File: config.mk
export PLATFORM = sky130hd
export DESIGN_NAME = i2csr_slave
export DESIGN_NICKNAME = d
export VERILOG_FILES = /design/src/hdl/i2csr_pkg.sv /design/src/hdl/i2csr_line_if.sv /design/src/hdl/i2csr_slave.sv /design/src/hdl/i2csr_sync.sv
export VERILOG_INCLUDE_DIRS = /design/src /design/src/hdl
export SDC_FILE = /design/constraint.sdc
export NUM_CORES = 1
export LEC_CHECK = 0
export ABC_AREA = 1
export BUFFER_PORTS_ARGS = -buffer_cell sky130_fd_sc_hd__buf_2
export CAP_MARGIN = 20
export CORE_MARGIN = 2
export CORE_UTILIZATION = 40
export CTS_CLUSTER_SIZE = 25
export DETAILED_ROUTE_END_ITERATION = 8
export GPL_ROUTABILITY_DRIVEN = 0
export GPL_TIMING_DRIVEN = 1
export PLACE_DENSITY_LB_ADDON = 0.15
export REMOVE_ABC_BUFFERS = 1
export SLEW_MARGIN = 20
export SYNTH_ARGS = -nofsm -noshare
export SYNTH_HDL_FRONTEND = slang
export SYNTH_SLANG_ARGS = --single-unit
File: constraint.sdc
create_clock -name sys_clk_in -period 1.5 [get_ports sys_clk_in]
set_input_delay 0.45 -clock sys_clk_in [delete_from_list [all_inputs] [get_ports sys_clk_in]]
set_output_delay 0.45 -clock sys_clk_in [all_outputs]
set_load 0.1 [all_outputs]
File: src/hdl/i2csr_params.svh
// Constants for the serial register access slave.
// Included by every design file that needs a number.
`ifndef I2CSR_PARAMS_SVH
`define I2CSR_PARAMS_SVH

`define I2CSR_ADDR_STRAP_LO 7'h20
`define I2CSR_ADDR_STRAP_HI 7'h21
`define I2CSR_DIR_WRITE 1'h0
`define I2CSR_DIR_READ 1'h1
`define I2CSR_BIT_FIRST 3'h0
`define I2CSR_BIT_LAST 3'h7
`define I2CSR_BYTE_MSB 7
`define I2CSR_BYTE_ZERO 8'h00
`define I2CSR_SDA_LOW 1'h0

`endif

File: src/hdl/i2csr_pkg.sv
// Types shared by the serial register access slave and its line sampler.
// Assumes it is compiled before every file that names its types.
package i2csr_pkg;

    typedef enum logic [3:0] {
        I2CSR_IDLE = 4'h0,
        I2CSR_ADDR = 4'h1,
        I2CSR_ACK_ADDR = 4'h3,
        I2CSR_REG = 4'h2,
        I2CSR_ACK_REG = 4'h6,
        I2CSR_WDATA = 4'h7,
        I2CSR_ACK_W = 4'h5,
        I2CSR_RDATA = 4'h4,
        I2CSR_RACK = 4'hc,
        I2CSR_IGNORE = 4'hd
    } i2csr_state_t;

    typedef struct packed {
        logic scl_m;
        logic scl_s;
        logic scl_d;
        logic sda_m;
        logic sda_s;
        logic sda_d;
        logic strap_m;
        logic strap_s;
    } i2csr_sync_t;

    typedef struct packed {
        i2csr_state_t state;
        logic [2:0] cnt;
        logic [7:0] sh;
        logic rw;
        logic nack;
        logic ack_drv;
        logic oe;
        logic sdo;
        logic addr_sel;
        logic [7:0] idx;
        logic [7:0] wdata;
        logic wr;
    } i2csr_core_t;

endpackage

File: src/hdl/i2csr_line_if.sv
// Sampled bus levels and bus events passed from the line sampler to the core.
// Everything here belongs to the system clock domain.
`timescale 1ns/1ps
interface i2csr_line_if;
    logic scl;
    logic sda;
    logic strap;
    logic scl_rise;
    logic scl_fall;
    logic start;
    logic stop;

    modport sampler (
        output scl, sda, strap, scl_rise, scl_fall, start, stop
    );
    modport core (
        input scl, sda, strap, scl_rise, scl_fall, start, stop
    );
endinterface

File: src/hdl/i2csr_slave.sv
// Two-wire serial slave giving a bus master access to a register file.
// Assumes the register file answers reg_rdata_in combinationally for
// reg_index_out, and that a pull-up resolves the data pin from sda_oe_out.
//
// Functional notes
// - Bytes are eight bits, MSB first.
// - One acknowledge slot follows every byte.
// - Transmitter releases data during acknowledge pulse.
// - Receiver holds data low on ninth pulse.
// - Addressed slave acknowledges every received byte.
// - Strap picks address 20h or 21h.
// - Direction bit zero writes, one reads.
// - First write byte selects register index.
// - Next write byte stored into indexed register.
// - START is data falling while clock high.
// - STOP is data rising while clock high.
// - Repeated START restarts address reception.
// - Data changes only while clock low.
`timescale 1ns/1ps
`include "i2csr_params.svh"
module i2csr_slave (
    input wire logic sys_clk_in,
    input wire logic rst_n_in,
    input wire logic scl_in,
    input wire logic sda_in,
    output logic sda_out,
    output logic sda_oe_out,
    input wire logic addr_sel_in,
    input wire logic [7:0] reg_rdata_in,
    output logic [7:0] reg_index_out,
    output logic [7:0] reg_wdata_out,
    output logic reg_wr_out
);

    i2csr_line_if line ();

    i2csr_sync u_sync (
        .sys_clk_in(sys_clk_in),
        .rst_n_in(rst_n_in),
        .scl_in(scl_in),
        .sda_in(sda_in),
        .strap_in(addr_sel_in),
        .line(line.sampler)
    );

    ////////////////////////////////////////////////////////////////////////

    i2csr_pkg::i2csr_core_t st_reg;
    i2csr_pkg::i2csr_core_t st_next;
    logic [7:0] shin;

    function automatic logic addr_match(input logic [6:0] a,
                                        input logic sel);
        addr_match = (a == (sel ? `I2CSR_ADDR_STRAP_HI
                                : `I2CSR_ADDR_STRAP_LO));
    endfunction

    assign shin = {st_reg.sh[6:0], line.sda};

    always_comb begin
        st_next = st_reg;
        st_next.wr = 1'b0;
        st_next.sdo = `I2CSR_SDA_LOW;
        if (line.stop) begin
            st_next.state = i2csr_pkg::I2CSR_IDLE;
            st_next.oe = 1'b0;
        end else if (line.start) begin
            st_next.state = i2csr_pkg::I2CSR_ADDR;
            st_next.cnt = `I2CSR_BIT_FIRST;
            st_next.oe = 1'b0;
            st_next.ack_drv = 1'b0;
        end else begin
            case (st_reg.state)
                i2csr_pkg::I2CSR_IDLE: begin
                    // The strap is followed only while the bus is free, so
                    // a strap change never retargets a running transfer.
                    st_next.addr_sel = line.strap;
                end
                i2csr_pkg::I2CSR_ADDR,
                i2csr_pkg::I2CSR_REG,
                i2csr_pkg::I2CSR_WDATA: begin
                    if (line.scl_rise) begin
                        st_next.sh = shin;
                        st_next.cnt = st_reg.cnt + 3'h1;
                        if (st_reg.cnt == `I2CSR_BIT_LAST) begin
                            st_next.ack_drv = 1'b0;
                            if (st_reg.state == i2csr_pkg::I2CSR_ADDR) begin
                                if (addr_match(shin[7:1], st_reg.addr_sel))
                                begin
                                    st_next.state = i2csr_pkg::I2CSR_ACK_ADDR;
                                    st_next.rw = shin[0];
                                end else begin
                                    st_next.state = i2csr_pkg::I2CSR_IGNORE;
                                end
                            end else if (st_reg.state == i2csr_pkg::I2CSR_REG)
                            begin
                                st_next.idx = shin;
                                st_next.state = i2csr_pkg::I2CSR_ACK_REG;
                            end else begin
                                st_next.wdata = shin;
                                st_next.wr = 1'b1;
                                st_next.state = i2csr_pkg::I2CSR_ACK_W;
                            end
                        end
                    end
                end
                i2csr_pkg::I2CSR_ACK_ADDR,
                i2csr_pkg::I2CSR_ACK_REG,
                i2csr_pkg::I2CSR_ACK_W: begin
                    if (line.scl_fall && !st_reg.ack_drv) begin
                        st_next.ack_drv = 1'b1;
                        st_next.oe = 1'b1;
                    end else if (line.scl_fall) begin
                        st_next.ack_drv = 1'b0;
                        st_next.oe = 1'b0;
                        st_next.cnt = `I2CSR_BIT_FIRST;
                        if (st_reg.state == i2csr_pkg::I2CSR_ACK_ADDR &&
                            st_reg.rw == `I2CSR_DIR_READ) begin
                            st_next.sh = reg_rdata_in;
                            st_next.oe = ~reg_rdata_in[`I2CSR_BYTE_MSB];
                            st_next.state = i2csr_pkg::I2CSR_RDATA;
                        end else if (st_reg.state ==
                                     i2csr_pkg::I2CSR_ACK_ADDR) begin
                            st_next.state = i2csr_pkg::I2CSR_REG;
                        end else begin
                            st_next.state = i2csr_pkg::I2CSR_WDATA;
                        end
                    end
                end
                i2csr_pkg::I2CSR_RDATA: begin
                    if (line.scl_fall) begin
                        if (st_reg.cnt == `I2CSR_BIT_LAST) begin
                            st_next.oe = 1'b0;
                            st_next.state = i2csr_pkg::I2CSR_RACK;
                        end else begin
                            st_next.cnt = st_reg.cnt + 3'h1;
                            st_next.sh = {st_reg.sh[6:0], 1'b0};
                            st_next.oe = ~st_reg.sh[`I2CSR_BYTE_MSB - 1];
                        end
                    end
                end
                i2csr_pkg::I2CSR_RACK: begin
                    if (line.scl_rise) begin
                        st_next.nack = line.sda;
                    end else if (line.scl_fall) begin
                        // A refused byte ends the read; the slave then
                        // keeps off the bus until the next condition.
                        if (st_reg.nack) begin
                            st_next.state = i2csr_pkg::I2CSR_IGNORE;
                        end else begin
                            st_next.cnt = `I2CSR_BIT_FIRST;
                            st_next.sh = reg_rdata_in;
                            st_next.oe = ~reg_rdata_in[`I2CSR_BYTE_MSB];
                            st_next.state = i2csr_pkg::I2CSR_RDATA;
                        end
                    end
                end
                i2csr_pkg::I2CSR_IGNORE: begin
                    st_next.oe = 1'b0;
                end
                default: begin
                    st_next.state = i2csr_pkg::I2CSR_IDLE;
                    st_next.oe = 1'b0;
                end
            endcase
        end
    end

    always_ff @(posedge sys_clk_in or negedge rst_n_in) begin
        if (!rst_n_in) begin
            st_reg <= '0;
        end else begin
            st_reg <= st_next;
        end
    end

    assign sda_out = st_reg.sdo;
    assign sda_oe_out = st_reg.oe;
    assign reg_index_out = st_reg.idx;
    assign reg_wdata_out = st_reg.wdata;
    assign reg_wr_out = st_reg.wr;
endmodule

File: src/hdl/i2csr_sync.sv
// Line sampler: brings clock, data and strap pins into the system clock
// domain through two flip-flops each and derives edges and bus conditions.
// Assumes the pins are asynchronous to sys_clk_in and far slower than it.
`timescale 1ns/1ps
`include "i2csr_params.svh"
module i2csr_sync (
    input wire logic sys_clk_in,
    input wire logic rst_n_in,
    input wire logic scl_in,
    input wire logic sda_in,
    input wire logic strap_in,
    i2csr_line_if.sampler line
);

    i2csr_pkg::i2csr_sync_t st_reg;
    i2csr_pkg::i2csr_sync_t st_next;

    // Idle bus levels are high, so the chain resets high to avoid a
    // false START right after reset.
    always_comb begin
        st_next = st_reg;
        st_next.scl_m = scl_in;
        st_next.scl_s = st_reg.scl_m;
        st_next.scl_d = st_reg.scl_s;
        st_next.sda_m = sda_in;
        st_next.sda_s = st_reg.sda_m;
        st_next.sda_d = st_reg.sda_s;
        st_next.strap_m = strap_in;
        st_next.strap_s = st_reg.strap_m;
    end

    always_ff @(posedge sys_clk_in or negedge rst_n_in) begin
        if (!rst_n_in) begin
            st_reg <= '1;
        end else begin
            st_reg <= st_next;
        end
    end

    assign line.scl = st_reg.scl_s;
    assign line.sda = st_reg.sda_s;
    assign line.strap = st_reg.strap_s;
    assign line.scl_rise = st_reg.scl_s & ~st_reg.scl_d;
    assign line.scl_fall = ~st_reg.scl_s & st_reg.scl_d;
    assign line.start = st_reg.scl_s & st_reg.scl_d & st_reg.sda_d
                        & ~st_reg.sda_s;
    assign line.stop = st_reg.scl_s & st_reg.scl_d & ~st_reg.sda_d
                       & st_reg.sda_s;

endmodule

Yosys cells after proc, flatten, opt, wreduce, memory -nomap -nowiden. Index checks and enable logic that the tools add are counted.

Bits in registers: 44. Output and inout port bits: 19.

$add $sub $neg: 1. Equality and inequality tests: 42. Multiplexer cells: 46. Bitwise logic cells: 17. Reductions and logical operators: 21.

Operators by type and width (number): two-way mux 15 bit (5); one-hot mux 11 bit (4 select lines) (1); inequality test 4 bit, second input constant (10); two-way mux 4 bit (7); inequality test 3 bit, second input constant (9); two-way mux 11 bit (2); AND reduction 7 bit (3); two-way mux 1 bit (20); one-hot mux 4 bit (5 select lines) (1); inequality test 2 bit, second input constant (9); equality test 4 x 3 -> 1 bit, second input constant (4); two-way mux 16 bit (1); AND reduction 12 bit (1); NOT 1 bit (10); AND reduction 10 bit (1); AND reduction 9 bit (1); equality test 4 x 2 -> 1 bit, second input constant (2); equality test 4 bit, second input constant (2); two-way mux 2 bit (4); two-way mux 8 bit (1); AND 1 bit (7); equality test 7 x 6 -> 1 bit (1); two-way mux 7 bit (1); inequality test 3 x 1 -> 1 bit, second input constant (2); other kinds (20) (22).

Logic depth before layout (Yosys ltp).
Word-level depth: 9. Mapped depth: 11. Gate-level depth less buffers: 11.

Cells and area by module. From an unflattened synthesis, not the netlist that was laid out.

Cell total of the unflattened synthesis: 371. Area total of the unflattened synthesis: 2643.8 µm².

By module, submodules not included: i2csr_slave (instances 1, cells each 352, area an instance 2392.3 µm², seq. area each 900.9 µm²); i2csr_sync (instances 1, cells each 19, area an instance 251.5 µm², seq. area each 210.2 µm²).

Worst setup path before layout. No wires, ideal clock.

Kind: flip-flop to flip-flop. Start point: register st_reg[31] (netlist bit). End point: register st_reg (netlist bit reg_index_out[0]). Arrival: 1.439 ns. Required time: 1.369 ns. Path slack: -0.070 ns. Stages on the path, launching flop included: 8. Period minus slack after synthesis: 1.570 ns. Cells stage by stage: dfrtp_1 ha_1 ha_1 inv_1 nor2_1 nand2_1 clkbuf_1 o21ai_0.

Longest elaborated chain between the ends: 2.

RTL lines: start: declaration (line i2csr_slave.sv:48) `i2csr_pkg::i2csr_core_t st_reg;`; start signal: assignment (line i2csr_slave.sv:173) `st_reg <= st_next;`; equality test 3 bit (no line); AND reduction 7 bit (no line).

Every way passes these cells. A chain may end at the register's enable or synchronous reset.

Final worst setup path.
Start point: register st_reg[37] (netlist bit). End point: register st_reg[36] (netlist bit).

Longest elaborated chain between the ends: 8. Elaborated cells on any way between the ends: 34. Those cells by class: eq/ne: 18; mux: 10; reduce/logical: 6.

RTL lines: equality test 4 x 2 -> 1 bit (line i2csr_slave.sv:73, i2csr_slave.sv:117, i2csr_slave.sv:122); two-way mux 3 bit or logical AND 1 bit (tied branches); two-way mux 4 bit (line i2csr_slave.sv:117) `if (st_reg.state == i2csr_pkg::I2CSR_ACK_ADDR &&`; two-way mux 15 bit (line i2csr_slave.sv:113) `end else if (line.scl_fall) begin`; two-way mux 15 bit (line i2csr_slave.sv:110) `if (line.scl_fall && !st_reg.ack_drv) begin`; one-hot mux 4 bit (5 select lines) (line i2csr_slave.sv:73) `case (st_reg.state)`; two-way mux 7 bit (line i2csr_slave.sv:67) `end else if (line.start) begin`; two-way mux 4 bit (line i2csr_slave.sv:64) `if (line.stop) begin`.

Several ways; a longest one is shown, not always the timed one. The select of a mux whose other input is x is not followed.

==> run metrics <==
# H-tree levels 2; Worst Setup Path Type flip-flop to flip-flop; Hold Violations, Final 0; fin nets 441; Final setup viols 17; worst-path cell chain nor2_4 -> nand3_4 -> nand2_4 -> nand2_4 -> nand2_2 -> nor2_2 -> nand2_1 -> nand2_2 -> nand2_1 -> nand2_1; number of synthesized flops with an enable pin 0; number of flip-flops in the largest register 11; max cap viols 0; Compound-Gate Fraction of Synth Area 0.07685; FFs w/ async S/R, synth 1.000; Clock Skews 11.04 ps; top cell type's share of synthesized area 0.3236; mux contribution to synthesized area 0.004045; Post-Synth Adder-Cell Area 0.008989; Mean Syn Cell Area 7.798 um^2; via count 2491; yosys warns 0; DIE WIDTH 87.43 um; CP endpoint kind flip-flop; gr usage total 0.1999; TritonCTS clock tree built; synth top area cells dfrtp_1, nand2_1, dfstp_2, nand3_1, buf_4; die area 7643 um^2; sequential area share after synthesis 0.3991; min setup slack post-route -127.2 ps; CP max stage cell dfrtp_2; clock sink count 44; # DRC 0; post-synthesis xor/xnor area fraction 0; CP max FO 8; Root Driver clkbuf_8; share of cells above drive strength 1 0.4895; first-pass GRT wire length 11870 um; data required time at the worst endpoint 1720 ps; max layer used met4; core region area 6756 um^2; Final Slew Violations 0; Leak 1.974 nW; Simple-Gate Fraction of Synth Area 0.4081; starting density of the core 0.4120; status finished with violations; Worst setup SP type flip-flop; Netlist cell types 33; final period utilization 1.085; per-cell routed wire length 14.30 um; wire length on met3 344 um; power per cell area 1020 nW/um^2; io pins 32; Die H 87.43 um; CP arrival 1840 ps; Core Rows 30; vias in the first global route 2503; CTS Buffer Depth 2; Gate Count Post-Synth 357; area grow syn2layout 44.13%; failing checks setup timing; combinational family with the most area after synthesis simple AND/OR/NAND/NOR gates; Synth Flop Type dfrtp_1; DR iter-0 viols 181; hold_ws 96.26 ps; final wirelength 7252 um; Synth area leader dfrtp_1; global route overflow 0; Ant. Diodes 0; Via density 4.913; Mapped Area 2784 um^2; Peak Freq 614.5 MHz; Hold WC Path Type primary input to asynchronous set/reset pin; total power 4.092 mW; initial antenna violation count 0; dpl hpwl 4940 um; RSZ-0062 raised after global routing true; met2 WL 3486 um; most frequent cell after synthesis nand2_1; clk slew on worst S/H paths 90 ps; IO Port Bufs 30; largest net degree at the start of global routing 45; Max VDD drop 0.4877 mV; CTS Buf Count 5; placed insts 488; Worst path max stage delay 490 ps; Post-synth top cells nand2_1, dfrtp_1, nor2_1, inv_1, nand3_1; Final Non-Filler Cells 507; synthesis-stage register bit count 44; clk_lat worst skew 310 ps; Routed Antenna Nets 0; 1st-pass router iterations 4; crit-path most repeated cell nand2_1; Tmin final 1627 ps; DRT met1 WL 3237 um
==> worst paths after layout <==
check	startpoint	slack, ps	cells past startpoint	endpoint
max	st_reg[37]	-130	10	st_reg[36]
min	rst_n_in	100	2	reg_index_out[2]
max reg2reg	st_reg[37]	-130	10	st_reg[36]
min reg2reg	u_sync.st_next[3]	360	0	u_sync.line.sda
max in group asynchronous	rst_n_in	1120	2	u_sync.line.scl
min in group sys_clk_in	addr_sel_in	230	1	u_sync.st_next[0]
==> placed cells by master, fill, tap and decap left out, types with 12 or more instances in the layout <==
cell and count:
buf_12 22, nand2_2 16, inv_1 20, dfrtp_1 32, nor2_1 23, buf_4 38
nand3_2 19, nand2_1 109, o21ai_2 12, buf_2 12
==> cell type report <==
cell class / count / area (um^2)
fillers: 600 / 2744
multi-input cells: 259 / 1639
flip-flops and latches: 44 / 1116
repair buffers: 81 / 887.1
inverters: 35 / 148.9
well taps: 80 / 100.1
clock buffers: 6 / 82.58
clock inverters: 2 / 38.79
==> timing repair <==
action,4_1_cts,5_1_grt
endpoints found under the setup margin,34,35
setup buffers,7,3
gates resized for setup,47,41
pin swaps,16,22
gates cloned,1,0
hold buffers,0,0
==> routing by layer <==
metal  global-route usage  vias to the layer above
li1                     -                     1248
met1               0.2735                     1155
met2               0.3168                       70
met3              0.02654                       18
met4              0.08392                        0
met5                    0                        -
==> critical path: cells and delay by family, from the launching register on <==
kind	cells	cell delay, ps
flip-flops	1	490
AND/OR/NAND/NOR	10	1030
==> cell families (layout without fill, tap and decap cells) <==
family | count (synthesis) | count (layout)
AO/OA/AOI/OAI | 33 | 33
other | 1 | 1
adder cells (fa/ha/maj) | 2 | 2
flip-flops | 44 | 44
AND/OR/NAND/NOR | 221 | 222
buffers and inverters | 55 | 124
multiplexers | 1 | 1
==> through the flow <==
| stage | setup slack, ps | utilization | instance area (um^2) | setup TNS, ps |
|---|---|---|---|---|
| 5_1_grt | -234.3 | 0.5939 | 4013 | -3205 |
| 3_3_place_gp | -131.1 | 0.5204 | 3516 | -2103 |
| 6_report | -127.2 | 0.5939 | 4013 | -1378 |
| 2_1_floorplan | -41.68 | - | 2638 | -547.2 |
| 4_1_cts | -55.74 | 0.5691 | 3845 | -550.4 |
| 3_5_place_dp | -120.6 | 0.5204 | 3516 | -2022 |
==> where the power goes <==
group | switching (mW) | internal [mW] | leakage [nW] | total [mW]
combinational | 0.998 | 0.643 | 1.34 | 1.64
clock | 0.458 | 0.546 | 0.0614 | 1.00
sequential | 0.128 | 1.32 | 0.573 | 1.45
total | 1.58 | 2.51 | 1.97 | 4.09
(Power assumes the default switching activity.)
